`config.mk`:
```
export PLATFORM = sky130hd
export DESIGN_NAME = msc_top
export DESIGN_NICKNAME = d
export VERILOG_FILES = /design/src/logic/msc_pkg.sv /design/src/logic/msc_filter.sv /design/src/logic/msc_top.sv
export VERILOG_INCLUDE_DIRS = /design/src /design/src/logic
export SDC_FILE = /design/constraint.sdc
export NUM_CORES = 2
export LEC_CHECK = 0
export ABC_AREA = 1
export BUFFER_PORTS_ARGS = -buffer_cell sky130_fd_sc_hd__buf_2
export CORE_ASPECT_RATIO = 1.25
export CORE_MARGIN = 2
export CORE_UTILIZATION = 55
export DETAILED_ROUTE_END_ITERATION = 8
export HOLD_SLACK_MARGIN = 0.1
export PLACE_DENSITY = 0.75
export SLEW_MARGIN = 10
export SYNTH_ARGS = -nofsm -noshare
export SYNTH_HDL_FRONTEND = slang
export SYNTH_SLANG_ARGS = --single-unit
```
`constraint.sdc`:
```
create_clock -name mclk -period 4.2 [get_ports mclk]
set_input_delay 0.42 -clock mclk [delete_from_list [all_inputs] [get_ports mclk]]
set_output_delay 0.42 -clock mclk [all_outputs]
set_load 0.1 [all_outputs]
```
`src/logic/msc_regs.svh`:
```
// Purpose: Constants for the motion signal conditioning block.
// Assumes: 100 MHz system clock.
// Notes:   Timing counts are derived from times in the top module.
`ifndef MSC_REGS_SVH
`define MSC_REGS_SVH

`define MSC_AXES            4
`define MSC_CLK_MHZ         100
// Filter code 0 delay and its noise rejection, in ns
`define MSC_FILT_SHORT_NS   2000
`define MSC_FILT_SHORT_REJ_NS 1750
// Filter code 1 delay in us; each further code doubles it
`define MSC_FILT_LONG_US    256
`define MSC_FILT_CW         21
`define MSC_FILT_CODES      3
`define MSC_FILT_GROUPS     5

// Command pulse output formats
`define MSC_FMT_DUAL_HI     3'h0
`define MSC_FMT_DUAL_LO     3'h1
`define MSC_FMT_PD_HH       3'h2
`define MSC_FMT_PD_HL       3'h3
`define MSC_FMT_PD_LH       3'h4
`define MSC_FMT_PD_LL       3'h5

// Quadrature rate divider codes
`define MSC_DIV_1           2'h0
`define MSC_DIV_2           2'h1
`define MSC_DIV_4           2'h2

// Bit positions in the per-axis conditioned input vector
`define MSC_SIG_LIMP        0
`define MSC_SIG_LIMN        1
`define MSC_SIG_HOME        2
`define MSC_SIG_APPR        3
`define MSC_SIG_ZPH         4
`define MSC_SIG_SETL        5
`define MSC_SIG_FALT        6
`define MSC_SIG_MANP        7
`define MSC_SIG_MANN        8
`define MSC_SIG_GI3         9
`define MSC_SIG_ENCA        10
`define MSC_SIG_ENCB        11
`define MSC_SIG_NUM         12

`define MSC_CNT_W           32
`define MSC_RAW_W           34
`endif

```
`src/logic/msc_pkg.sv`:
```
// Purpose: Types of the motion signal conditioning block.
// Assumes: Nothing beyond the constants header.
// Notes:   Enum codes are left to the tool.
package msc_pkg;
  typedef enum logic {MSC_STOP_IMMED, MSC_STOP_DECEL} msc_stop_e;
  typedef enum logic {MSC_ENC_QUAD, MSC_ENC_UPDN}     msc_enc_e;
  typedef logic [2:0] msc_code_t;
endpackage : msc_pkg

```
`src/logic/msc_filter.sv`:
```
// Purpose: Three-stage synchroniser plus stable-time digital filter per input.
// Assumes: Inputs are asynchronous pins.
// Notes:   A bypassed bit still passes the synchroniser.
`timescale 1ns/1ps
module msc_filter #(
  parameter int N  = 12,
  parameter int CW = 21
) (
  input  wire logic          mclk,
  input  wire logic          nrst,
  input  wire logic [N-1:0]  pin_raw,
  input  wire logic [N-1:0]  filt_on,
  input  wire logic [CW-1:0] delay_lim,
  output logic      [N-1:0]  pin_clean
);
  logic [N-1:0]  s1_q;
  logic [N-1:0]  s2_q;
  logic [N-1:0]  s3_q;
  logic [CW-1:0] cnt_q [N];

  if (N < 1 || CW < 2) begin : g_bad
    $error("msc_filter: N and CW too small");
  end

  // A level counts once stages two and three agree; stage one feeds only stage two
  always_ff @(posedge mclk or negedge nrst) begin
    if (!nrst) begin
      s1_q      <= '0;
      s2_q      <= '0;
      s3_q      <= '0;
      pin_clean <= '0;
      for (int i = 0; i < N; i++) cnt_q[i] <= '0;
    end else begin
      s1_q <= pin_raw;
      s2_q <= s1_q;
      s3_q <= s2_q;
      for (int i = 0; i < N; i++) begin
        if (s2_q[i] != s3_q[i] || s3_q[i] == pin_clean[i]) begin
          cnt_q[i] <= '0;
        end else if (!filt_on[i] || cnt_q[i] >= delay_lim) begin
          pin_clean[i] <= s3_q[i];
          cnt_q[i]     <= '0;
        end else begin
          cnt_q[i] <= cnt_q[i] + {{(CW-1){1'b0}}, 1'b1};
        end
      end
    end
  end
endmodule : msc_filter

```
`src/logic/msc_top.sv`:
```
// Purpose: Per-axis pulse output format, signal polarity, filters and encoder counting.
// Assumes: Profile logic supplies one-cycle step requests with a direction level.
// Notes:   Pins pass through msc_filter; every output is registered.
`timescale 1ns/1ps
`include "msc_regs.svh"

// Overview of operation
// - Six pulse formats by code; codes 0 and 1 give separate CW and CCW lines.
// - Codes 2 to 5 give one pulse line plus one direction level line.
// - Every polarity is set per axis and never touches another axis.
// - Each axis has polarity for both limits, home, approach, Z-phase, drive power.
// - Drive-settled input has enable and level; disabled means it is ignored.
// - Drive-fault input has enable and level; disabled fault never affects the axis.
// - Spare input three has its own enable and level, separate from the others.
// - Settled, fault, spare, encoder and filter settings load only into selected axes.
// - Feedback counts quadrature A/B or separate up and down pulses by mode.
// - Quadrature divider code 0 is 1:1, 1 is 1:2, 2 is 1:4.
// - Filter code 0 delays 2 us and rejects noise up to 1.75 us.
// - Codes 1 to 7 double from 256 us to 16.384 ms; rejection is 7/8.
// - Five filter enables each route one input group through or around the filter.
// - Group one: emergency stop, both limits, home and approach inputs.
// - Group two: Z-phase only; group three: drive-settled and drive-fault.
// - Group four: manual pulse inputs both ways; group five: spare input three.
module msc_top #(
  parameter int AXES           = `MSC_AXES,
  parameter int FILT_SHORT_CYC = (`MSC_FILT_SHORT_NS * `MSC_CLK_MHZ + 999) / 1000,
  parameter int FILT_LONG_CYC  = `MSC_FILT_LONG_US * `MSC_CLK_MHZ
) (
  input  wire logic                         mclk,
  input  wire logic                         nrst,
  input  wire logic [AXES-1:0]              cmd_pulse,
  input  wire logic [AXES-1:0]              cmd_dir,
  input  wire logic [3*AXES-1:0]            pulse_mode,
  input  wire logic [AXES-1:0]              limit_pol,
  input  wire logic [AXES-1:0]              home_pol,
  input  wire logic [AXES-1:0]              approach_pol,
  input  wire logic [AXES-1:0]              zphase_pol,
  input  wire logic [AXES-1:0]              power_pol,
  input  wire logic [AXES-1:0]              power_on,
  input  wire logic                         sel_wr,
  input  wire logic [AXES-1:0]              sel_axes,
  input  wire logic                         sel_settled_en,
  input  wire logic                         sel_settled_lvl,
  input  wire logic                         sel_fault_en,
  input  wire logic                         sel_fault_lvl,
  input  wire logic                         sel_gi3_en,
  input  wire logic                         sel_gi3_lvl,
  input  wire msc_pkg::msc_enc_e            sel_enc_mode,
  input  wire logic [1:0]                   sel_enc_div,
  input  wire msc_pkg::msc_code_t           sel_filt_code,
  input  wire logic [`MSC_FILT_GROUPS-1:0]  sel_filt_en,
  input  wire msc_pkg::msc_stop_e           sel_stop_mode,
  input  wire logic                         emergency_stop_input,
  input  wire logic [2*AXES-1:0]            travel_limit_pair,
  input  wire logic [AXES-1:0]              home_sensor_pin,
  input  wire logic [AXES-1:0]              approach_sensor_pin,
  input  wire logic [AXES-1:0]              z_phase_input,
  input  wire logic [AXES-1:0]              settled_pin,
  input  wire logic [AXES-1:0]              fault_pin,
  input  wire logic [2*AXES-1:0]            manual_pulse_inputs,
  input  wire logic [AXES-1:0]              general_input_three,
  input  wire logic [AXES-1:0]              enc_a,
  input  wire logic [AXES-1:0]              enc_b,
  output logic      [AXES-1:0]              pulse_a_q,
  output logic      [AXES-1:0]              pulse_b_q,
  output logic      [AXES-1:0]              pulse_taken_q,
  output logic      [AXES-1:0]              decel_req_q,
  output logic      [AXES-1:0]              drive_power_q,
  output logic                              estop_act_q,
  output logic      [AXES-1:0]              limit_pos_act_q,
  output logic      [AXES-1:0]              limit_neg_act_q,
  output logic      [AXES-1:0]              home_act_q,
  output logic      [AXES-1:0]              approach_act_q,
  output logic      [AXES-1:0]              zphase_act_q,
  output logic      [AXES-1:0]              settled_ok_q,
  output logic      [AXES-1:0]              fault_act_q,
  output logic      [AXES-1:0]              gi3_act_q,
  output logic      [AXES-1:0]              manual_up_q,
  output logic      [AXES-1:0]              manual_dn_q,
  output logic      [`MSC_CNT_W*AXES-1:0]   enc_count_q
);
  import msc_pkg::*;

  localparam int CW = `MSC_FILT_CW;
  localparam int NS = `MSC_SIG_NUM;
  localparam int RW = `MSC_RAW_W;
  localparam int QW = `MSC_CNT_W;
  localparam int MAX_SHIFT = (1 << `MSC_FILT_CODES) - 2;

  // The longest delay must still fit the filter counter
  if (AXES < 1 || FILT_SHORT_CYC < 1 || FILT_LONG_CYC < 1 ||
      (longint'(FILT_LONG_CYC) << MAX_SHIFT) >= (longint'(1) << CW)) begin : g_bad
    $error("msc_top: parameters out of range");
  end

  // Per-axis settings loaded through the axis selection, then encoder history and the undivided position
  logic                          settled_en_q [AXES];
  logic                          settled_lvl_q[AXES];
  logic                          fault_en_q   [AXES];
  logic                          fault_lvl_q  [AXES];
  logic                          gi3_en_q     [AXES];
  logic                          gi3_lvl_q    [AXES];
  msc_enc_e                      enc_mode_q   [AXES];
  logic [1:0]                    enc_div_q    [AXES];
  msc_code_t                     filt_code_q  [AXES];
  logic [`MSC_FILT_GROUPS-1:0]   filt_en_q    [AXES];
  msc_stop_e                     stop_mode_q  [AXES];
  logic                          prev_a_q     [AXES];
  logic                          prev_b_q     [AXES];
  logic [RW-1:0]                 raw_q        [AXES];

  wire  [NS-1:0]                 clean        [AXES];
  wire  [RW-1:0]                 raw_d        [AXES];
  wire  [QW-1:0]                 cnt_d        [AXES];
  wire  [AXES-1:0]               pa_d;
  wire  [AXES-1:0]               pb_d;
  wire  [AXES-1:0]               fire_d;
  wire  [AXES-1:0]               decel_d;
  wire  [AXES-1:0]               power_d;
  wire  [AXES-1:0]               lim_p_d;
  wire  [AXES-1:0]               lim_n_d;
  wire  [AXES-1:0]               home_d;
  wire  [AXES-1:0]               appr_d;
  wire  [AXES-1:0]               zph_d;
  wire  [AXES-1:0]               settled_d;
  wire  [AXES-1:0]               fault_d;
  wire  [AXES-1:0]               gi3_d;
  wire                           estop_clean;

  // Active when the pin level equals the configured active level
  function automatic logic f_act(input logic lvl, input logic pol);
    f_act = lvl ~^ pol;
  endfunction : f_act

  // Code 0 is the short filter; codes 1 to 7 double from the long base
  function automatic logic [CW-1:0] f_delay(input msc_code_t code);
    if (code == 3'h0) f_delay = CW'(FILT_SHORT_CYC);
    else              f_delay = CW'(longint'(FILT_LONG_CYC) << (code - 3'h1));
  endfunction : f_delay

  // Returns {b, a}; codes 6 and 7 hold both lines low
  function automatic logic [1:0] f_fmt(input logic [2:0] mode, input logic fire,
                                       input logic dir);
    case (mode)
      `MSC_FMT_DUAL_HI: f_fmt = {fire & ~dir, fire & dir};
      `MSC_FMT_DUAL_LO: f_fmt = ~{fire & ~dir, fire & dir};
      `MSC_FMT_PD_HH:   f_fmt = {dir, fire};
      `MSC_FMT_PD_HL:   f_fmt = {~dir, fire};
      `MSC_FMT_PD_LH:   f_fmt = {dir, ~fire};
      `MSC_FMT_PD_LL:   f_fmt = {~dir, ~fire};
      default:          f_fmt = 2'h0;
    endcase
  endfunction : f_fmt

  // Emergency stop belongs to group one and follows axis 0's delay code
  msc_filter #(.N(1), .CW(CW)) u_estop_filt (
    .mclk      (mclk),
    .nrst      (nrst),
    .pin_raw   (emergency_stop_input),
    .filt_on   (filt_en_q[0][0]),
    .delay_lim (f_delay(filt_code_q[0])),
    .pin_clean (estop_clean)
  );

  // Emergency stop is active low at the pin
  wire estop_d = ~estop_clean;

  for (genvar a = 0; a < AXES; a++) begin : g_ax
    wire [NS-1:0] raw_pins = {enc_b[a], enc_a[a], general_input_three[a],
                              manual_pulse_inputs[2*a+1], manual_pulse_inputs[2*a],
                              fault_pin[a], settled_pin[a], z_phase_input[a],
                              approach_sensor_pin[a], home_sensor_pin[a],
                              travel_limit_pair[2*a+1], travel_limit_pair[2*a]};
    wire [4:0]    fe = filt_en_q[a];
    // Encoder lines are synchronised but never delayed
    wire [NS-1:0] fon = {2'h0, fe[4], fe[3], fe[3], fe[2], fe[2], fe[1],
                         fe[0], fe[0], fe[0], fe[0]};

    msc_filter #(.N(NS), .CW(CW)) u_filt (
      .mclk      (mclk),
      .nrst      (nrst),
      .pin_raw   (raw_pins),
      .filt_on   (fon),
      .delay_lim (f_delay(filt_code_q[a])),
      .pin_clean (clean[a])
    );

    wire [NS-1:0] c = clean[a];
    assign lim_p_d[a]   = f_act(c[`MSC_SIG_LIMP], limit_pol[a]);
    assign lim_n_d[a]   = f_act(c[`MSC_SIG_LIMN], limit_pol[a]);
    assign home_d[a]    = f_act(c[`MSC_SIG_HOME], home_pol[a]);
    assign appr_d[a]    = f_act(c[`MSC_SIG_APPR], approach_pol[a]);
    assign zph_d[a]     = f_act(c[`MSC_SIG_ZPH], zphase_pol[a]);
    assign power_d[a]   = power_on[a] ~^ power_pol[a];
    assign settled_d[a] = ~settled_en_q[a] |
                          f_act(c[`MSC_SIG_SETL], settled_lvl_q[a]);
    assign fault_d[a]   = fault_en_q[a] & f_act(c[`MSC_SIG_FALT], fault_lvl_q[a]);
    assign gi3_d[a]     = gi3_en_q[a] & f_act(c[`MSC_SIG_GI3], gi3_lvl_q[a]);

    // Only the limit in the direction of travel matters; backing off stays free
    wire into_lim  = cmd_dir[a] ? lim_p_d[a] : lim_n_d[a];
    wire hard_stop = estop_d | fault_d[a] |
                     (into_lim & (stop_mode_q[a] == MSC_STOP_IMMED));
    assign fire_d[a]  = cmd_pulse[a] & ~hard_stop;
    assign decel_d[a] = into_lim & (stop_mode_q[a] == MSC_STOP_DECEL);
    assign {pb_d[a], pa_d[a]} = f_fmt(pulse_mode[3*a +: 3], fire_d[a], cmd_dir[a]);

    // Feedback counter keeps sub-counts so a divided count survives reversals
    wire ea    = c[`MSC_SIG_ENCA];
    wire eb    = c[`MSC_SIG_ENCB];
    wire q_mv  = (ea ^ prev_a_q[a]) ^ (eb ^ prev_b_q[a]);
    wire q_up  = prev_b_q[a] ^ ea;
    wire up_e  = ea & ~prev_a_q[a];
    wire dn_e  = eb & ~prev_b_q[a];
    wire updn  = (enc_mode_q[a] == MSC_ENC_UPDN);
    wire inc   = updn ? (up_e & ~dn_e) : (q_mv & q_up);
    wire dec   = updn ? (dn_e & ~up_e) : (q_mv & ~q_up);
    assign raw_d[a] = inc ? raw_q[a] + RW'(1) : (dec ? raw_q[a] - RW'(1) : raw_q[a]);
    assign cnt_d[a] = updn                          ? raw_d[a][QW-1:0] :
                      (enc_div_q[a] == `MSC_DIV_2)  ? raw_d[a][QW:1]   :
                      (enc_div_q[a] == `MSC_DIV_4)  ? raw_d[a][QW+1:2] :
                                                      raw_d[a][QW-1:0];

  end

  // Settings land only in the selected axes
  always_ff @(posedge mclk or negedge nrst) begin
    if (!nrst) begin
      for (int a = 0; a < AXES; a++) begin
        settled_en_q[a]  <= 1'b0;
        settled_lvl_q[a] <= 1'b0;
        fault_en_q[a]    <= 1'b0;
        fault_lvl_q[a]   <= 1'b0;
        gi3_en_q[a]      <= 1'b0;
        gi3_lvl_q[a]     <= 1'b0;
        enc_mode_q[a]    <= MSC_ENC_QUAD;
        enc_div_q[a]     <= `MSC_DIV_1;
        filt_code_q[a]   <= 3'h0;
        filt_en_q[a]     <= '0;
        stop_mode_q[a]   <= MSC_STOP_IMMED;
      end
    end else begin
      for (int a = 0; a < AXES; a++) begin
        if (sel_wr && sel_axes[a]) begin
          settled_en_q[a]  <= sel_settled_en;
          settled_lvl_q[a] <= sel_settled_lvl;
          fault_en_q[a]    <= sel_fault_en;
          fault_lvl_q[a]   <= sel_fault_lvl;
          gi3_en_q[a]      <= sel_gi3_en;
          gi3_lvl_q[a]     <= sel_gi3_lvl;
          enc_mode_q[a]    <= sel_enc_mode;
          enc_div_q[a]     <= sel_enc_div;
          filt_code_q[a]   <= sel_filt_code;
          filt_en_q[a]     <= sel_filt_en;
          stop_mode_q[a]   <= sel_stop_mode;
        end
      end
    end
  end

  // Encoder history and the undivided position
  always_ff @(posedge mclk or negedge nrst) begin
    if (!nrst) begin
      for (int a = 0; a < AXES; a++) begin
        prev_a_q[a] <= 1'b0;
        prev_b_q[a] <= 1'b0;
        raw_q[a]    <= '0;
      end
    end else begin
      for (int a = 0; a < AXES; a++) begin
        prev_a_q[a] <= clean[a][`MSC_SIG_ENCA];
        prev_b_q[a] <= clean[a][`MSC_SIG_ENCB];
        raw_q[a]    <= raw_d[a];
      end
    end
  end

  // Output stage
  always_ff @(posedge mclk or negedge nrst) begin
    if (!nrst) begin
      pulse_a_q       <= '0;
      pulse_b_q       <= '0;
      pulse_taken_q   <= '0;
      decel_req_q     <= '0;
      drive_power_q   <= '0;
      estop_act_q     <= 1'b0;
      limit_pos_act_q <= '0;
      limit_neg_act_q <= '0;
      home_act_q      <= '0;
      approach_act_q  <= '0;
      zphase_act_q    <= '0;
      settled_ok_q    <= '0;
      fault_act_q     <= '0;
      gi3_act_q       <= '0;
      manual_up_q     <= '0;
      manual_dn_q     <= '0;
      enc_count_q     <= '0;
    end else begin
      pulse_a_q       <= pa_d;
      pulse_b_q       <= pb_d;
      pulse_taken_q   <= fire_d;
      decel_req_q     <= decel_d;
      drive_power_q   <= power_d;
      estop_act_q     <= estop_d;
      limit_pos_act_q <= lim_p_d;
      limit_neg_act_q <= lim_n_d;
      home_act_q      <= home_d;
      approach_act_q  <= appr_d;
      zphase_act_q    <= zph_d;
      settled_ok_q    <= settled_d;
      fault_act_q     <= fault_d;
      gi3_act_q       <= gi3_d;
      for (int a = 0; a < AXES; a++) begin
        manual_up_q[a]           <= clean[a][`MSC_SIG_MANP];
        manual_dn_q[a]           <= clean[a][`MSC_SIG_MANN];
        enc_count_q[QW*a +: QW]  <= cnt_d[a];
      end
    end
  end
endmodule : msc_top

```
# Yosys cells after proc, flatten, opt, wreduce, memory -nomap -nowiden

Cells that the tools add are included.

Output and inout bits: 189
RAM bits: 0
Memories kept: 0
Input bits: 118
Bits in registers: 1462
ROM bits: 0
Latch bits: 0

Equality and inequality tests: 126
Bitwise logic cells: 202
Divide/modulo/power cells: 0
Reduce and logical (&&, ||, !) cells: 163
$lt $le $gt $ge: 41
Shift-type cells: 4
Muxes and demuxes: 122
$add $sub $neg: 53
Multipliers: 0

Operators with widths:

| cell                                                                 | count |
|---|---|
| 21-bit 2-to-1 mux                                                    | 86 |
| 21-bit by 1-bit adder with 21-bit output, second input constant      | 41 |
| 21-bit greater-or-equal comparator                                   | 41 |
| 32-bit 2-to-1 mux                                                    | 12 |
| 34-bit 2-to-1 mux                                                    | 8 |
| 34-bit by 1-bit adder with 34-bit output, second input constant      | 4 |
| 34-bit by 1-bit subtractor with 34-bit output, second input constant | 4 |
| 1-bit logical OR                                                     | 90 |
| 15-bit by 3-bit << shifter with 21-bit output, first input constant  | 4 |
| 1-bit NOT                                                            | 82 |
| 2-bit AND reduction                                                  | 41 |
| 1-bit bitwise AND                                                    | 52 |
| 1-bit == test                                                        | 49 |
| 1-bit inequality test                                                | 49 |
| 2-bit case mux with 6 select lines                                   | 4 |
| 1-bit bitwise XNOR                                                   | 36 |
| 3-bit by 2-bit == test with 1-bit output, second input constant      | 8 |
| 3-bit == test, second input constant                                 | 8 |
| 3-bit zero test                                                      | 8 |
| 1-bit zero test                                                      | 20 |
| 1-bit bitwise XOR                                                    | 16 |
| 3-bit by 1-bit == test with 1-bit output, second input constant      | 4 |
| 1-bit 2-to-1 mux                                                     | 12 |
| 1-bit OR                                                             | 12 |
| other kinds (5)                                                      | 20 |

# Depth between registers and ports, before layout

Word-level depth: 10
Depth in mapped cells: 20

# Cells and area by module

Synthesis repeated with hierarchy kept, for this count alone.

Cells, all modules: 14762
Area total of the unflattened synthesis: 112594.2 um^2

By module, submodules not included:

| module                          | area an instance (um^2) | cells an instance | instances | seq. area each (um^2) |
|---|---|---|---|---|
| msc_filter (g_ax[0].u_filt ...) | 21629.5                 | 2752              | 4         | 7507.2 |
| msc_top                         | 24205.7                 | 3500              | 1         | 10134.7 |
| msc_filter (u_estop_filt)       | 1870.5                  | 254               | 1         | 625.6 |

# Worst setup path after synthesis

No wires, ideal clock.

Path type: reg-to-reg
Start: register filt_code_q[9] in the netlist's numbering
End: register u_estop_filt.cnt_q[15] in the netlist's numbering
Setup time: 0.132 ns
Arrival: 4.047 ns
Stages on the path, launching flop included: 15
Required time: 4.068 ns
Setup slack: 0.021 ns
Buffers on the path: 2
Cells stage by stage: dfrtp_1 -> inv_1 -> ha_1 -> inv_1 -> nor2_1 -> inv_1 -> clkbuf_1 -> o21ai_0 -> ha_1 -> nand2_1 -> nor3_1 -> o311ai_0 -> nand4_1 -> clkbuf_1 -> nor2_1

Word-level cells in the longest chain between the ends: 7
Elaborated cells on any way between the ends: 8
Classes of those cells: 1 x add/sub; 1 x order compare; 1 x shift; 3 x mux; 2 x reduce/logical

Ends and longest elaborated chain:

| what                                          | RTL line         | RTL |
|---|---|---|
| start, declared                               | msc_top.sv:105   | `msc_code_t filt_code_q [AXES];` |
| start signal, assigned by index               | msc_top.sv:253   | `filt_code_q[a] <= sel_filt_code;` |
| 3-bit by 1-bit subtractor with 3-bit output   | msc_top.sv:138   | `else f_delay = CW'(longint'(FILT_LONG_CYC) << (code - 3'h1));` |
| 15-bit by 3-bit << shifter with 21-bit output | msc_top.sv:138   |  |
| 21-bit 2-to-1 mux (*)                         | msc_top.sv:137   | `if (code == 3'h0) f_delay = CW'(FILT_SHORT_CYC);` |
| 21-bit greater-or-equal comparator (*)        | msc_filter.sv:40 | `end else if (!filt_on[i] \|\| cnt_q[i] >= delay_lim) begin` |
| 1-bit logical OR (*)                          | msc_filter.sv:40 |  |
| 21-bit 2-to-1 mux (*)                         | msc_filter.sv:40 |  |
| 21-bit 2-to-1 mux (*)                         | msc_filter.sv:38 | `if (s2_q[i] != s3_q[i] \|\| s3_q[i] == pin_clean[i]) begin` |
| end signal, assigned by index                 | msc_filter.sv:44 | `cnt_q[i] <= cnt_q[i] + {{(CW-1){1'b0}}, 1'b1};` |
| end, declared                                 | msc_filter.sv:19 | `logic [CW-1:0] cnt_q [N];` |

Mark *: on every way between the ends. The rest lies on a longest branch, timed or not.
A chain may end at the register's enable or synchronous reset.

# Worst setup path in the final report

Start: register filt_code_q[0] in the netlist's numbering
End: register g_ax[3].u_filt.cnt_q[43] in the netlist's numbering

Word-level cells in the longest chain between the ends: 7
Elaborated cells on any way between the ends: 8
Classes of those cells: 1 x add/sub; 1 x order compare; 1 x shift; 3 x mux; 2 x reduce/logical

Ends and longest elaborated chain:

| what                                          | RTL line |
|---|---|
| 3-bit by 1-bit subtractor with 3-bit output   | msc_top.sv:138 |
| 15-bit by 3-bit << shifter with 21-bit output | msc_top.sv:138 |
| 21-bit 2-to-1 mux (*)                         | msc_top.sv:137 |
| 21-bit greater-or-equal comparator (*)        | msc_filter.sv:40 |
| 1-bit logical OR (*)                          | msc_filter.sv:40 |
| 21-bit 2-to-1 mux (*)                         | msc_filter.sv:40 |
| 21-bit 2-to-1 mux (*)                         | msc_filter.sv:38 |
| end signal, assigned by index                 | msc_filter.sv:44 |
| end, declared                                 | msc_filter.sv:19 |

Marks and branches as above.

==> results.cfg <==
[logic_synthesis]
synth_largest_area_cell = dfrtp_1
synthMuxAreaShare_pct = 0
netlist.area_leader.share_pct = 40.8
avgSynthCellArea_um2 = 7.83
yosys.area_share.adder_pct = 9.75
postSynth.asyncResetShare_pct = 100
ys_ff_latch = 1462
seq_area_frac_synth_pct = 40.8
yosys-top-cells-area = dfrtp_1 (41%), nand2_1 (11%), ha_1 (9.7%)
syn_nets = 12300
synthesis.area_um2 = 89600
ys_top_cells_by_count = nand2_1 (2722), dfrtp_1 (1462), inv_1 (1262)
yosys.area_share.simple_pct = 30.7
synth_cell_type_count = 68
synth-compound-area-share_pct = 6.30
synthXorXnorAreaFrac_pct = 5.95
yosysMostFrequentCell = nand2_1
synth_top_family_by_area = simple AND/OR/NAND/NOR gates
synth_edf_count = 0
synthCells = 11500
synth_warnings = 0
ys.flop_type = dfrtp_1

[job]
drv_cap = 0

[routing]
dr.pass1.iters = 8
vias = 79700
drt-total-wl_um = 237000
viasPerCell = 5.59
drc = 0
wl_per_cell_um = 16.6
first_iter_violations = 5902
drtAntennaViolNets = 0

[setup_path]
cp-startpoint = filt_code_q[0]
cp_data_arrival_time_ns = 4.62
reg2reg_from = filt_code_q[0]
worstPathRequired_ns = 4.92
cp_max_fo = 15
crit_type = flop to flop
start_kind = flop
cp-end-kind = flop

[layout]
area_growth_pct = 12.4
drive_gt1_share_pct = 8.23
nets = 12800
fillCellCount = 14100

[placed_design]
pre_cts_ws_ns = 0.0220
port_buffers = 306
gp_congestion = 0.958
dpl.hpwl_um = 172000

[global_routing]
antenna_found_initial = 11
grt_pass1_wl_um = 390000
grt_overflow = 0
grt_max_degree = 118
grt.total_usage_pct = 28.5
grt_pass1_vias = 78800

[power]
p_total_uw = 47600
ir_drop_uv = 487
cellPowerDensity_nw_per_um2 = 473
leakagePower_uw = 0.0471

[clock_tree]
cts_tree = yes
numCtsBuffers = 157
clock-sinks = 1462
clk_pin_slew_ns = 0.06
cts_htree_levels = 4
cts_root_buffer = clkbuf_16
clk_latency_ns = 0.83
clk_path_buf_depth = 3

[floorplan]
core_um2 = 162000
pin_count = 307
die_area_um2 = 166000
std_cell_rows = 165
start_util_pct = 55.4
dieWidth_um = 365
die_height_um = 455

[status]
status = finished, final reports clean

[sta]
fin_crit_ns = 3.89
report.final.slew_viol_count = 0
worstMarginPinSlew_ns = 1.11
clock_skew_ns = 0.0217
fmax_ghz = 0.257
rsz0062_at_grt = false
max_slew_margin_pct = 25.6
finalSetupTns_ns = 0
hold_violations = 0
setup_viol = 0
min_period_over_period_pct = 92.6
setup_slack_ns = 0.309

[worst_hold_path]
min_path_type = input pin to flop
hp-start = sel_stop_mode
state kept, by name, indices dropped and copies added (netlist names), 8 cells and up:
signal	count
g_ax.u_filt.s1_q	48
g_ax.fe	20
enc_div_q	8
u_estop_filt.cnt_q	21
filt_code_q	12
g_ax.u_filt.pin_clean	48
g_ax.u_filt.s2_q	48
enc_count_q	128
g_ax.u_filt.s3_q	48
g_ax.u_filt.cnt_q	840
raw_q	136
repair_timing:
item,CTS,global route
resized for setup,1,6
hold buffers,107,0
hold endpoints to repair,213,0
buffers inserted,0,12
setup endpoints to repair,1,92
pin swaps,0,4
worst paths after layout:
check / end / slack (ns) / cells after the start
max in group asynchronous: g_ax[2].u_filt.s1_q[7] / 2.63 / 3
max reg2reg: g_ax[3].u_filt.cnt_q[43] / 0.31 / 15
min reg2reg: g_ax[1].u_filt.s2_q[7] / 0.35 / 0
min in group asynchronous: enc_count_q[31] / 0.23 / 2
max: g_ax[3].u_filt.cnt_q[43] / 0.31 / 15
min: stop_mode_q[3] / 0.18 / 3
per-stage QoR:
stage / instance area, um^2 / utilization [%] / instances / hold WS, ns
after floorplan: 89600 / - / 11500 / 0.124
after global placement: 94300 / 58.2 / 13900 / 0.332
after detailed placement: 94300 / 58.2 / 13900 / 0.335
after CTS: 101000 / 62.2 / 14200 / 0.118
after global routing: 101000 / 62.3 / 14300 / 0.187
final: 101000 / 62.3 / 14300 / 0.183
layer usage:
layer	GRT usage (%)	wire length, um	vias up
li1	-	-	38900
met1	36.1	100000	38000
met2	49.6	116000	2234
met3	3.64	12900	512
met4	10.6	8050	2
met5	0	18	-
power breakdown:
part / switching [uW] / total (uW) / internal [uW]
Combinational: 12400 / 16000 / 3550
Sequential: 1590 / 17300 / 15700
Clock: 6070 / 14400 / 8310
area by class of cell:
cell class	instances	area, um^2	share of cell area (%)
Antenna cell	4	10.0	0.00993
Clock inverter	81	931	0.924
Timing Repair Buffer	579	4040	4.01
Multi-Input combinational cell	8474	47300	46.9
Clock buffer	206	4380	4.34
Tap cell	2171	2720	2.70
Sequential cell	1462	36600	36.3
Inverter	1288	4830	4.80
cell families (layout without fill, tap and decap cells):
kind of cell | Yosys count | in the layout
AO/OA/AOI/OAI | 993 | 993
XOR/XNOR | 586 | 586
adder cells (fa/ha/maj) | 700 | 700
buffers and inverters | 1519 | 2154
flip-flops | 1462 | 1462
other | 0 | 4
AND/OR/NAND/NOR | 6195 | 6195
worst max-delay path, stage by stage, from the launching register on:
cell      delay (ns)
dfrtp_1         0.40
inv_1           0.10
ha_1            0.22
or2_2           0.27
nand2_1         0.13
inv_1           0.08
nor2_1          0.25
nand2_1         0.42
ha_1            0.44
nand2_1         0.09
o21bai_1        0.11
nand3_1         0.09
nand2_1         0.06
nand4_1         0.55
buf_4           0.39
nor3b_1         0.18
layout by cell type, fill, tap and decap left out, types with 21 or more instances in the layout:
cell,netlist,routed
a21oi_1,330,330
and2_1,44,44
and3_1,26,26
buf_2,34,305
buf_4,12,152
clkbuf_1,146,25
clkbuf_16,0,159
clkbuf_8,0,22
clkinv_2,0,36
dfrtp_1,1462,1462
dlygate4sd3_1,0,107
ha_1,692,692
inv_1,1262,1261
nand2_1,2722,2717
nand2_2,16,21
nand3_1,780,779
nand3b_1,22,22
nand4_1,301,301
nor2_1,1027,1022
nor2_2,23,28
nor3_1,892,892
nor3b_1,49,49
nor4_1,155,155
o211ai_1,57,57
o21a_1,21,21
o21ai_0,401,389
o21ai_1,26,32
o21bai_1,23,23
or2_2,99,100
xnor2_1,193,193
xor2_1,366,366
Power figures use the tool's default switching activity.
